$ cat src/cfg_pkg.sv
package cfg_pkg;

   // ***************************************************************
   // register map (byte addresses, one 32-bit word each)
   // ***************************************************************
   localparam logic [7:0] OFS_SAMPLED = 8'h00;
   localparam logic [7:0] OFS_DECODED = 8'h04;
   localparam logic [7:0] OFS_STARTUP = 8'h08;
   localparam logic [7:0] OFS_WDT_CTRL = 8'h0c;
   localparam logic [7:0] OFS_REMAP = 8'h10;
   localparam logic [7:0] OFS_PWM_KEY = 8'h14;

   // field positions
   localparam int WDT_SW_BIT = 0;
   localparam int REMAP_COMMIT_BIT = 0;
   localparam int REMAP_CLR_REFUSED_BIT = 1;
   localparam int REMAP_CNT_LSB = 8;

   // values after reset
   localparam logic RST_SW_WDT = 1'b0;
   localparam logic RST_PROTECT = 1'b1;
   localparam logic RST_WAITREQ = 1'b1;
   localparam logic [7:0] RST_REMAP_CNT = 8'h00;

   // watchdog window as parts per thousand of the period
   localparam logic [9:0] WIN_PM_24 = 10'h0f0;
   localparam logic [9:0] WIN_PM_37_5 = 10'h177;
   localparam logic [9:0] WIN_PM_50 = 10'h1f4;
   localparam logic [9:0] WIN_PM_75 = 10'h2ee;

   // ***************************************************************
   // encodings
   // ***************************************************************
   typedef enum logic [2:0] {
      SEL_FRC = 3'h0,
      SEL_FRCDIV_PLL = 3'h1,
      SEL_PRI = 3'h2,
      SEL_PRI_PLL = 3'h3,
      SEL_SECONDARY_OSCILLATOR = 3'h4,
      SEL_LOW_POWER_INTERNAL_RC = 3'h5,
      SEL_RESERVED = 3'h6,
      SEL_FRCDIV = 3'h7
   } osc_sel_t;

   typedef enum logic [2:0] {
      SRC_FRC = 3'h0,
      SRC_FRCDIV = 3'h1,
      SRC_PRI = 3'h2,
      SRC_SECONDARY_OSCILLATOR = 3'h3,
      SRC_LOW_POWER_INTERNAL_RC = 3'h4
   } clk_src_t;

   typedef enum logic [1:0] {
      PRI_EC = 2'h0,
      PRI_MS = 2'h1,
      PRI_HS = 2'h2,
      PRI_OFF = 2'h3
   } pri_mode_t;

   typedef enum {KEY_IDLE, KEY_GOT_FIRST} key_state_t;

   // stored configuration fields as captured
   typedef struct packed {
      logic codeProt;
      logic writeProt;
      logic twoSpeed;
      logic pwm_key_lock;
      logic [1:0] watchdog_window_select;
      logic [2:0] oscSel;
      logic [1:0] clkSwMode;
      logic pinOneShot;
      logic oscPinFn;
      logic [1:0] primMode;
      logic wdtAlways;
      logic wdtWinDis;
   } cfg_raw_t;

   // decoded static controls
   typedef struct packed {
      logic codeProtect;
      logic writeProtect;
      logic twoSpeed;
      logic pwmKeyRequired;
      logic [9:0] windowPermille;
      logic windowMode;
      logic [2:0] startSrc;
      logic pllEnable;
      logic srcReserved;
      logic primaryEnable;
      logic [1:0] primaryMode;
      logic clkSwitchEn;
      logic failSafeEn;
      logic remapOnce;
      logic oscPinClkOut;
      logic wdtForced;
   } cfg_dec_t;

endpackage

$ cat src/cfg_if.sv
`timescale 1ns/1ps
`default_nettype none
// raw fields in, decoded controls out
interface cfg_if;
   import cfg_pkg::*;
   cfg_raw_t raw;
   cfg_dec_t dec;
   modport decoder (input raw, output dec);
   modport owner (output raw, input dec);
endinterface
`default_nettype wire

$ cat src/config_field_decoder.sv
`timescale 1ns/1ps
`default_nettype none
module config_field_decoder
   import cfg_pkg::*;
(
   cfg_if.decoder bus
);

   cfg_dec_t d;

   // ***************************************************************
   // pure decode of the stored fields
   // ***************************************************************
   always_comb begin
      d = '0;
      d.codeProtect = ~bus.raw.codeProt; // [RULE1]
      d.writeProtect = ~bus.raw.writeProt; // [RULE2]
      d.twoSpeed = bus.raw.twoSpeed; // [RULE3]
      d.pwmKeyRequired = bus.raw.pwm_key_lock; // [RULE4]
      // window share of the watchdog period
      case (bus.raw.watchdog_window_select)
         2'b11: d.windowPermille = WIN_PM_24; // [RULE5]
         2'b10: d.windowPermille = WIN_PM_37_5; // [RULE5]
         2'b01: d.windowPermille = WIN_PM_50; // [RULE5]
         default: d.windowPermille = WIN_PM_75; // [RULE5]
      endcase
      // start-up source; reserved code falls back to fast rc
      case (osc_sel_t'(bus.raw.oscSel))
         SEL_FRCDIV: d.startSrc = SRC_FRCDIV; // [RULE6]
         SEL_LOW_POWER_INTERNAL_RC: d.startSrc = SRC_LOW_POWER_INTERNAL_RC; // [RULE6]
         SEL_SECONDARY_OSCILLATOR: d.startSrc = SRC_SECONDARY_OSCILLATOR; // [RULE6]
         SEL_PRI_PLL: begin
            d.startSrc = SRC_PRI; // [RULE6]
            d.pllEnable = 1'b1;
         end
         SEL_PRI: d.startSrc = SRC_PRI; // [RULE6]
         SEL_FRCDIV_PLL: begin
            d.startSrc = SRC_FRCDIV; // [RULE6]
            d.pllEnable = 1'b1;
         end
         SEL_RESERVED: begin
            d.startSrc = SRC_FRC; // [RULE7]
            d.srcReserved = 1'b1; // [RULE7]
         end
         default: d.startSrc = SRC_FRC; // [RULE6]
      endcase
      // 1x: neither; 01: switch only; 00: both
      d.clkSwitchEn = ~bus.raw.clkSwMode[1]; // [RULE8]
      d.failSafeEn = (bus.raw.clkSwMode == 2'b00); // [RULE8]
      d.remapOnce = bus.raw.pinOneShot; // [RULE9]
      d.primaryMode = bus.raw.primMode; // [RULE11]
      d.primaryEnable = (bus.raw.primMode != PRI_OFF); // [RULE11]
      // crystal modes own the pin, so no clock out there
      d.oscPinClkOut = bus.raw.oscPinFn
         & (bus.raw.primMode != PRI_MS)
         & (bus.raw.primMode != PRI_HS); // [RULE10]
      d.wdtForced = bus.raw.wdtAlways; // [RULE12]
      d.windowMode = ~bus.raw.wdtWinDis; // [RULE13]
      bus.dec = d;
   end

endmodule
`default_nettype wire

$ cat src/config_word_decoder.sv
// Overview of operation
// [RULE1] code-protect 0 guards all program memory readout
// [RULE2] write-protect 0 blocks user program memory writes
// [RULE3] two-speed 1: fast rc first, then selected
// [RULE4] pwm lock 1: writes need key sequence
// [RULE5] window codes give 24, 37.5, 50, 75 percent
// [RULE6] three-bit field picks the start-up oscillator
// [RULE7] programmer never writes reserved oscillator code 110
// [RULE8] clock switch mode: 1x none, 01, 00 both
// [RULE9] one-shot 1 allows a single pin remap
// [RULE10] pin function 1 gives clock out, not crystal
// [RULE11] primary mode: off, high, medium, external clock
// [RULE12] watchdog always-on overrides the software enable
// [RULE13] window-disable 1 means non-window watchdog
// [RULE14] capture fields once at reset, then hold
`timescale 1ns/1ps
`default_nettype none
module config_word_decoder
   import cfg_pkg::*;
#(
   parameter int ADDR_W = 8,
   // key words are arbitrary values
   parameter logic [15:0] PWM_KEY_FIRST = 16'h5a5a,
   parameter logic [15:0] PWM_KEY_SECOND = 16'ha5a5
) (
   input wire logic clk,
   input wire logic arst_n,
   // stored configuration fields
   input wire logic generalCodeProtect,
   input wire logic generalWriteProtect,
   input wire logic twoSpeedStartupEnable,
   input wire logic pwmKeyLock,
   input wire logic [1:0] watchdogWindowSelect,
   input wire logic [2:0] startupOscillatorSelect,
   input wire logic [1:0] clockSwitchMonitorMode,
   input wire logic pinSelectOneShot,
   input wire logic oscPinFunction,
   input wire logic [1:0] primaryOscMode,
   input wire logic watchdogAlwaysOn,
   input wire logic watchdogWindowDisable,
   // status from neighbouring units
   input wire logic oscReady,
   input wire logic pwmRegWrite,
   // avalon-mm slave
   input wire logic [ADDR_W-1:0] address,
   input wire logic read,
   input wire logic write,
   input wire logic [31:0] writedata,
   input wire logic [3:0] byteenable,
   output logic [31:0] readdata,
   output logic waitrequest,
   // decoded controls
   output logic configValid,
   output logic codeReadProtect,
   output logic progWriteProtect,
   output logic twoSpeedStartup,
   output logic [2:0] startupSource,
   output logic [2:0] activeSource,
   output logic pllEnable,
   output logic oscSelectReserved,
   output logic primaryOscEnable,
   output logic [1:0] primaryOscModeOut,
   output logic clockSwitchEnable,
   output logic failSafeMonitorEnable,
   output logic pinRemapEnable,
   output logic pwmWriteEnable,
   output logic oscPinClockOut,
   output logic watchdogEnable,
   output logic lowPowerRcEnable,
   output logic watchdogWindowMode,
   output logic [9:0] watchdogWindowPermille
);

   // ***************************************************************
   // parameter checks
   // ***************************************************************
   if (ADDR_W < 5 || ADDR_W > 8) begin : g_bad_addr
      $error("ADDR_W must be 5 to 8");
   end

   // ***************************************************************
   // reset release
   // ***************************************************************
   logic rstMeta;
   logic rstSync;

   // two flops so release never lands mid-cycle for the logic
   always_ff @(posedge clk or negedge arst_n) begin
      if (!arst_n) begin
         rstMeta <= 1'b0;
         rstSync <= 1'b0;
      end else begin
         rstMeta <= 1'b1;
         rstSync <= rstMeta;
      end
   end

   // ***************************************************************
   // decoder
   // ***************************************************************
   cfg_if cfgBus ();

   config_field_decoder u_decoder (
      .bus(cfgBus.decoder)
   );

   // ***************************************************************
   // state
   // ***************************************************************
   typedef struct packed {
      logic captured;
      cfg_raw_t raw;
      cfg_dec_t dec;
      logic [2:0] active;
      logic onTarget;
      logic swWdt;
      logic [7:0] remapCount;
      logic remapLocked;
      logic remapRefused;
      key_state_t keyState;
      logic pwmUnlocked;
      logic waitreq;
      logic [31:0] rdata;
   } top_t;

   top_t s;
   top_t next_s;

   // merges enabled bytes of a write into an old word
   function automatic logic [31:0] mergeBytes(input logic [31:0] old,
         input logic [31:0] wd, input logic [3:0] be);
      logic [31:0] m;
      m = old;
      for (int i = 0; i < 4; i++) begin
         if (be[i]) begin
            m[i*8 +: 8] = wd[i*8 +: 8];
         end
      end
      return m;
   endfunction

   // stored fields feed the decoder only after capture
   assign cfgBus.raw = s.raw;

   logic [7:0] addr8;
   logic [31:0] wrWord;
   logic busTake;
   logic wrTake;
   logic pwmOpen;

   // accepted on the edge where waitrequest is already low
   assign addr8 = 8'(address);
   assign busTake = (read | write) & ~s.waitreq;
   assign wrTake = write & busTake;
   assign wrWord = mergeBytes(32'h0000_0000, writedata, byteenable);
   assign pwmOpen = ~s.dec.pwmKeyRequired | s.pwmUnlocked; // [RULE4]

   // ***************************************************************
   // next state
   // ***************************************************************
   always_comb begin
      next_s = s;

      // one capture after reset release; held until next reset
      if (!s.captured) begin
         next_s.captured = 1'b1; // [RULE14]
         next_s.raw.codeProt = generalCodeProtect;
         next_s.raw.writeProt = generalWriteProtect;
         next_s.raw.twoSpeed = twoSpeedStartupEnable;
         next_s.raw.pwm_key_lock = pwmKeyLock;
         next_s.raw.watchdog_window_select = watchdogWindowSelect;
         next_s.raw.oscSel = startupOscillatorSelect;
         next_s.raw.clkSwMode = clockSwitchMonitorMode;
         next_s.raw.pinOneShot = pinSelectOneShot;
         next_s.raw.oscPinFn = oscPinFunction;
         next_s.raw.primMode = primaryOscMode;
         next_s.raw.wdtAlways = watchdogAlwaysOn;
         next_s.raw.wdtWinDis = watchdogWindowDisable;
      end

      // decode lands one cycle after capture, then stays frozen
      if (s.captured) begin
         next_s.dec = cfgBus.dec; // [RULE14]
      end

      // with two-speed, start on fast rc and move over once the target is ready
      if (s.captured && !s.onTarget) begin
         if (!cfgBus.dec.twoSpeed || cfgBus.dec.startSrc == SRC_FRC) begin
            next_s.active = cfgBus.dec.startSrc; // [RULE3]
            next_s.onTarget = 1'b1;
         end else if (oscReady) begin
            next_s.active = cfgBus.dec.startSrc; // [RULE3]
            next_s.onTarget = 1'b1;
         end else begin
            next_s.active = SRC_FRC; // [RULE3]
         end
      end

      // the pwm unit spends one unlock per keyed write
      if (pwmRegWrite && s.dec.pwmKeyRequired) begin
         next_s.pwmUnlocked = 1'b0; // [RULE4]
      end

      // bus handshake: one wait cycle, then answer for one cycle
      next_s.waitreq = RST_WAITREQ;
      if ((read | write) && s.waitreq) begin
         next_s.waitreq = 1'b0;
      end

      // read data prepared during the wait cycle
      next_s.rdata = 32'h0000_0000;
      if (read && s.waitreq) begin
         if (addr8 == OFS_SAMPLED) begin
            next_s.rdata = 32'(s.raw);
         end else if (addr8 == OFS_DECODED) begin
            next_s.rdata = 32'(s.dec);
         end else if (addr8 == OFS_STARTUP) begin
            next_s.rdata = {26'h0, s.captured, s.onTarget, 1'b0,
               s.active};
         end else if (addr8 == OFS_WDT_CTRL) begin
            next_s.rdata = {30'h0, s.dec.wdtForced, s.swWdt};
         end else if (addr8 == OFS_REMAP) begin
            next_s.rdata = {16'h0, s.remapCount, 5'h0, s.dec.remapOnce,
               s.remapRefused, s.remapLocked};
         end else if (addr8 == OFS_PWM_KEY) begin
            next_s.rdata = {29'h0, s.dec.pwmKeyRequired, pwmOpen,
               s.pwmUnlocked};
         end else begin
            next_s.rdata = 32'h0000_0000; // unmapped reads zero
         end
      end

      // register writes take effect on the accepting edge
      if (wrTake) begin
         if (addr8 == OFS_WDT_CTRL) begin
            if (byteenable[0]) begin
               // ignored by the outputs while always-on is set
               next_s.swWdt = wrWord[WDT_SW_BIT]; // [RULE12]
            end
         end else if (addr8 == OFS_REMAP) begin
            if (wrWord[REMAP_CLR_REFUSED_BIT]) begin
               next_s.remapRefused = 1'b0;
            end
            if (wrWord[REMAP_COMMIT_BIT]) begin
               if (s.remapLocked) begin
                  next_s.remapRefused = 1'b1; // [RULE9]
               end else begin
                  next_s.remapCount = s.remapCount + 8'h01;
                  // one-shot locks after the first commit
                  next_s.remapLocked = s.dec.remapOnce; // [RULE9]
               end
            end
         end else if (addr8 == OFS_PWM_KEY) begin
            // any wrong word aborts and relocks
            case (s.keyState)
               KEY_IDLE: begin
                  next_s.pwmUnlocked = 1'b0;
                  if (wrWord[15:0] == PWM_KEY_FIRST) begin
                     next_s.keyState = KEY_GOT_FIRST; // [RULE4]
                  end
               end
               default: begin
                  next_s.keyState = KEY_IDLE;
                  next_s.pwmUnlocked =
                     (wrWord[15:0] == PWM_KEY_SECOND); // [RULE4]
               end
            endcase
         end
      end
   end

   // ***************************************************************
   // registers
   // ***************************************************************
   // safe values until capture: protected, software watchdog off
   always_ff @(posedge clk or negedge rstSync) begin
      if (!rstSync) begin
         s <= '0;
         s.dec.codeProtect <= RST_PROTECT;
         s.dec.writeProtect <= RST_PROTECT;
         s.dec.primaryMode <= PRI_OFF;
         s.swWdt <= RST_SW_WDT;
         s.remapCount <= RST_REMAP_CNT;
         s.keyState <= KEY_IDLE;
         s.waitreq <= RST_WAITREQ;
         s.rdata <= 32'h0000_0000;
      end else begin
         s <= next_s;
      end
   end

   // ***************************************************************
   // outputs, each from the state flops or from the two extra enable flops
   // ***************************************************************
   logic wdtRun;
   logic pwmEn;

   // extra flops keep the combined enables registered
   always_ff @(posedge clk or negedge rstSync) begin
      if (!rstSync) begin
         wdtRun <= 1'b0;
         pwmEn <= 1'b0;
      end else begin
         wdtRun <= next_s.dec.wdtForced | next_s.swWdt; // [RULE12]
         pwmEn <= ~next_s.dec.pwmKeyRequired
            | next_s.pwmUnlocked; // [RULE4]
      end
   end

   assign readdata = s.rdata;
   assign waitrequest = s.waitreq;
   assign configValid = s.captured;
   assign codeReadProtect = s.dec.codeProtect;
   assign progWriteProtect = s.dec.writeProtect;
   assign twoSpeedStartup = s.dec.twoSpeed;
   assign startupSource = s.dec.startSrc;
   assign activeSource = s.active;
   assign pllEnable = s.dec.pllEnable;
   assign oscSelectReserved = s.dec.srcReserved;
   assign primaryOscEnable = s.dec.primaryEnable;
   assign primaryOscModeOut = s.dec.primaryMode;
   assign clockSwitchEnable = s.dec.clkSwitchEn;
   assign failSafeMonitorEnable = s.dec.failSafeEn;
   assign pinRemapEnable = ~s.remapLocked;
   assign pwmWriteEnable = pwmEn;
   assign oscPinClockOut = s.dec.oscPinClkOut;
   assign watchdogEnable = wdtRun;
   assign lowPowerRcEnable = wdtRun; // watchdog needs its rc running
   assign watchdogWindowMode = s.dec.windowMode;
   assign watchdogWindowPermille = s.dec.windowPermille;

endmodule
`default_nettype wire

$ cat config.mk
export PLATFORM = sky130hd
export DESIGN_NAME = config_word_decoder
export DESIGN_NICKNAME = d
export VERILOG_FILES = /design/src/cfg_pkg.sv /design/src/cfg_if.sv /design/src/config_field_decoder.sv /design/src/config_word_decoder.sv
export SDC_FILE = /design/constraint.sdc
export NUM_CORES = 1
export LEC_CHECK = 0
export BUFFER_PORTS_ARGS = -buffer_cell sky130_fd_sc_hd__buf_2
export CAP_MARGIN = 25
export CELL_PAD_IN_SITES_DETAIL_PLACEMENT = 1
export CELL_PAD_IN_SITES_GLOBAL_PLACEMENT = 1
export CORE_UTILIZATION = 39
export DETAILED_ROUTE_END_ITERATION = 16
export GPL_ROUTABILITY_DRIVEN = 0
export MAX_ROUTING_LAYER = met4
export PLACE_DENSITY = 0.9
export SLEW_MARGIN = 20
export SYNTH_ARGS = -nofsm -noshare
export SYNTH_HDL_FRONTEND = slang
export SYNTH_SLANG_ARGS = --single-unit
$ cat constraint.sdc
create_clock -name clk -period 3.3 [get_ports clk]
set_clock_uncertainty 0.2 [all_clocks]
set_input_delay 0.33 -clock clk [delete_from_list [all_inputs] [get_ports clk]]
set_output_delay 0.33 -clock clk [all_outputs]
set_load 0.03 [all_outputs]
# --- Word level (Yosys, flattened, before mapping) ---
# Index checks and enable logic that the tools add are counted.
# W data, S select, Z words.
totals:
  reg_bits: 131
  word_cells: 135
classes:
  muxes: 32
  n_eq_ne: 21
  n_reduce_logical: 20
  add_sub_neg: 1
  bitwise: 18
ops:
  columns: ["op", "count"]
  rows:
  - ["$mux W33", 3]
  - ["$mux W28", 3]
  - ["$mux W16", 3]
  - ["$mux W44", 1]
  - ["$mux W43", 1]
  - ["$logic_not A32 Y1", 1]
  - ["$mux W32", 1]
  - ["$pmux W10 S3", 1]
  - ["$mux W25", 1]
  - ["$mux W10", 2]
  - ["$eq A16 B15 Y1 const B", 1]
  - ["$eq A16 B16 Y1 const B", 1]
  - ["$eq A8 B4 Y1 const B", 2]
  - ["$eq A8 B5 Y1 const B", 2]
  - ["$mux W8", 2]
  - ["$eq A3 B3 Y1 const B", 4]
  - ["$pmux W3 S4", 1]
  - ["$not A1 Y1", 10]
  - ["$reduce_and A5 Y1", 2]
  - ["$mux W1", 9]
  - ["$mux W9", 1]
  - ["$add A8 B1 Y8 const B", 1]
  - ["$eq A8 B3 Y1 const B", 1]
  - ["$logic_not A8 Y1", 1]
  - ["20 further kinds", 37]

# --- Logic depth before layout (Yosys ltp) ---
logic_depth:
  word_depth: 9
  ltp_mapped: 6
  mapped_depth_nobuf: 4

# --- By module ---
# A second synthesis with hierarchy kept.
hier_totals:
  cells_unflattened: 399
  area_unflattened_um2: 4675.7
modules_own_cells:
  columns: ["mod", "cells_each", "area_each_um2", "seq_area_each_um2", "instances"]
  rows:
  - ["config_word_decoder", 362, 4430.5, 2408.6, 1]
  - ["config_field_decoder", 37, 245.2, 0.0, 1]

# --- Least setup slack after synthesis ---
# No wires, ideal clock.
synth_path:
  kind: "input -> register"
  startpoint: "input port address[1]"
  endpoint: "register s, in the netlist readdata[25]"
  setup_slack_ps: 1354
  t_required_ps: 3033
  path_buffers: 1
  t_arrival_ps: 1679
  path_stages: 5
  path_cell_list: "or4_4 nor4_4 and3b_1 buf_2 and2_1"
synth_rtl:
  columns: ["item", "line_no", "text"]
  rows:
  - ["from (decl)", "config_word_decoder.sv:45", "input wire logic [ADDR_W-1:0] address,"]
  - ["to (signal assigned)", "config_word_decoder.sv:288", "s <= next_s;"]
  - ["to (decl)", "config_word_decoder.sv:126", "top_t s;"]

==> metrics.txt <==
total power=2.680 mW; first-pass GRT wire length=18420 um; Worst Path Arrival=2.30 ns; row count=38; Worst Setup SP=address[1]; post-route ant nets=0; Max FO, Critical Path=10; PD cells=527.2 nW/um2; slew margin rel.=51.19%; Die X=108.6 um; largest area contributor in the netlist=dfrtp_1; via count=3234; grt ovf=0; Seq/Total Area, Yosys=52.13%; hold path depth=2; HPWL after DPL=7725 um; Hold WC Path Type=primary input to flip-flop; FMAX=0.4490 GHz; Worst R2R End=readdata[18]$_DFF_PN0_; TritonCTS clock tree=yes; #FFs+latches synth=92; worst vdd ir=0.0002265 V; r2r setup slk=1.13 ns; clk slew on worst S/H paths=0.06 ns; transition time of the tightest slew-check pin=0.7322 ns; setup_tns=0 ns; crit path cell chain=buf_2 -> or4_4 -> nor4_4 -> and3b_1 -> and2_1; number of diodes=0; RSZ-0062 raised after global routing=no; area of the mapped netlist=4428 um2; area of the die=11780 um2; FFs w/ async S/R, synth=100.0%; WL final=11250 um; Skew-Pair Late Insertion Delay=0.34 ns; multi-input logic area=1574 um2; setup repair bufs after CTS=0; worst flop-to-flop path startpoint=waitrequest$_DFF_PN1_; Max stage delay on crit path=0.58 ns; Avg Cell Area, Syn=10.47 um2; Gate Count Post-Synth=423; CTS Buf Count=9; vias in the first global route=3544; Post-synth EDFFs=0; CP Class=primary input to flip-flop; Min-Delay Startpoint=startupOscillatorSelect[1]; maxcap violations=0; I/O pin count=133; drc violations=0; Area contributors post-synth=dfrtp_1, buf_4, mux2_2; CP Capture Type=flip-flop; min Tclk post-route=2.227 ns; Syn. warnings=0; Starting Density=40.49%; H-tree depth=3; share of cells above drive strength 1=32.38%; # setup viols final=0; clk buf depth=2; total track usage=21.43%; Slew Limit Fails=0; Synth Flop Type=dfrtp_1; Area growth syn-to-layout=14.81%; Initial DRT Pass Iterations=4; critical path data required time=3.37 ns; CP Launch Type=primary input; Synth top area share=49.17%; hold worst-path end=cfgBus.raw[9]$_DFFE_PN0N_; Core Region=10940 um2; initial antenna violation count=0; 1st-iter DRT viols=154; largest net degree at the start of global routing=56; clock sink count=92; wire length per cell=17.84 um; Layout fillers=1264; CP max stage cell=or4_4; Root Buffer=clkbuf_16; Yosys cell types=47; register area=2313 um2; outcome=completed; Final nets=558; # port buffers=110; final hold violation count=0; Die H=108.6 um; period utilization=67.49%; worst reg2reg path depth=4; Leak=2.532 nW; vias per cell=5.125
-- critical path, delay by kind of cell --
kind,cells,cell delay [ns]
and+or+nand+nor,4,1.83
buffers and inverters,1,0.12
-- metal layers --
layer	GRT usage [%]	vias up	wire, um
li1	-	1508	-
met1	25.57	1636	4718
met2	35.71	66	5829
met3	3.496	24	451
met4	9.363	0	254
met5	-	-	0
-- registers in the layout (all words and copies together) (netlist names), 2 cells and up --
name / count
activeSource: 3
cfgBus.raw: 17
primaryOscModeOut: 2
readdata: 26
s: 17
startupSource: 3
watchdogWindowPermille: 8
-- worst max-delay path by stage --
stage	to	slack, ns	cells after the start
after floorplan	activeSource[0]$_DFFE_PN0P_	0.36	0
after global placement	readdata[24]$_DFF_PN0_	0.91	5
after detailed placement	readdata[18]$_DFF_PN0_	0.79	5
after CTS	readdata[18]$_DFF_PN0_	1.08	5
after global routing	readdata[18]$_DFF_PN0_	0.99	6
final	readdata[18]$_DFF_PN0_	1.07	5
-- cell type report --
type	instances	share of cell area (%)
repair buffers	117	12.01
multi-input cells	237	30.96
well taps	140	3.446
clock inverters	6	1.231
flip-flops and latches	92	45.51
clock buffers	10	4.701
inverters	29	2.141
-- power by group --
group	internal (mW)	total, mW	leakage (nW)	switching [mW]
clock	0.608	1.04	0.153	0.437
sequential	1.20	1.28	1.13	0.0797
combinational	0.126	0.355	1.25	0.229
-- cells by family after synthesis --
logic type / Yosys count / share of synthesized area [%]
simple gates: 123 / 16.25
other cells: 2 / 0.1696
buf+inv: 98 / 12.66
flops: 92 / 52.13
fa+ha+maj: 5 / 1.413
compound gates: 67 / 9.043
mux: 27 / 6.556
xor+xnor: 9 / 1.780
-- cell usage after synthesis, types with 2 or more instances --
cell / count
a211oi_1: 4
a21oi_1: 12
a221oi_1: 5
a31o_2: 2
and2_1: 9
and3b_1: 3
and4_1: 2
buf_1: 3
buf_4: 51
clkbuf_1: 14
conb_1: 2
dfrtp_1: 87
dfstp_2: 5
ha_1: 5
inv_1: 29
mux2_2: 16
mux2i_1: 11
nand2_1: 17
nand2b_1: 15
nand3_1: 10
nand4_1: 9
nor2_1: 27
nor2b_1: 7
nor3_1: 4
nor3b_1: 3
nor4_1: 2
nor4bb_1: 8
o21ai_0: 35
xnor2_1: 6
xor2_1: 3
-- cell usage in the layout, fill, tap and decap left out, types with 3 or more instances in the layout --
cell / count
nand2_1: 17
inv_1: 29
nand2b_1: 15
a211oi_1: 4
buf_4: 4
nor2b_1: 7
mux2_2: 16
o21ai_0: 35
and2_1: 9
clkbuf_16: 9
nand4_1: 9
mux2i_1: 11
ha_1: 5
nor3_1: 4
buf_2: 110
a21oi_1: 12
xnor2_1: 6
nand3_1: 10
a221oi_1: 5
dfstp_2: 5
dfrtp_1: 85
nor2_1: 27
conb_1: 6
xor2_1: 3
clkinv_2: 3
and3b_1: 3
nor4bb_1: 8
dlygate4sd3_1: 3
nor3b_1: 3
-- what timing repair did --
item                                   in CTS  in global routing
endpoints found under the hold margin       3                  0
gates resized for setup                     0                  0
setup endpoints to repair                   0                  0
hold buffers                                3                  0
-- stage by stage --
stage | instances | hold WS (ns) | util [%] | cell area (um2) | worst slack, ns
after floorplan | 427 | -0.1656 | - | 4443 | 0.3564
after global placement | 612 | -0.08563 | 43.46 | 4752 | 0.9146
after detailed placement | 612 | -0.08225 | 43.46 | 4752 | 0.7855
after CTS | 631 | 0.01034 | 46.49 | 5084 | 1.075
after global routing | 631 | 0.02589 | 46.49 | 5084 | 0.9926
final | 631 | 0.01589 | 46.49 | 5084 | 1.073
Power figures use the tool's default switching activity.
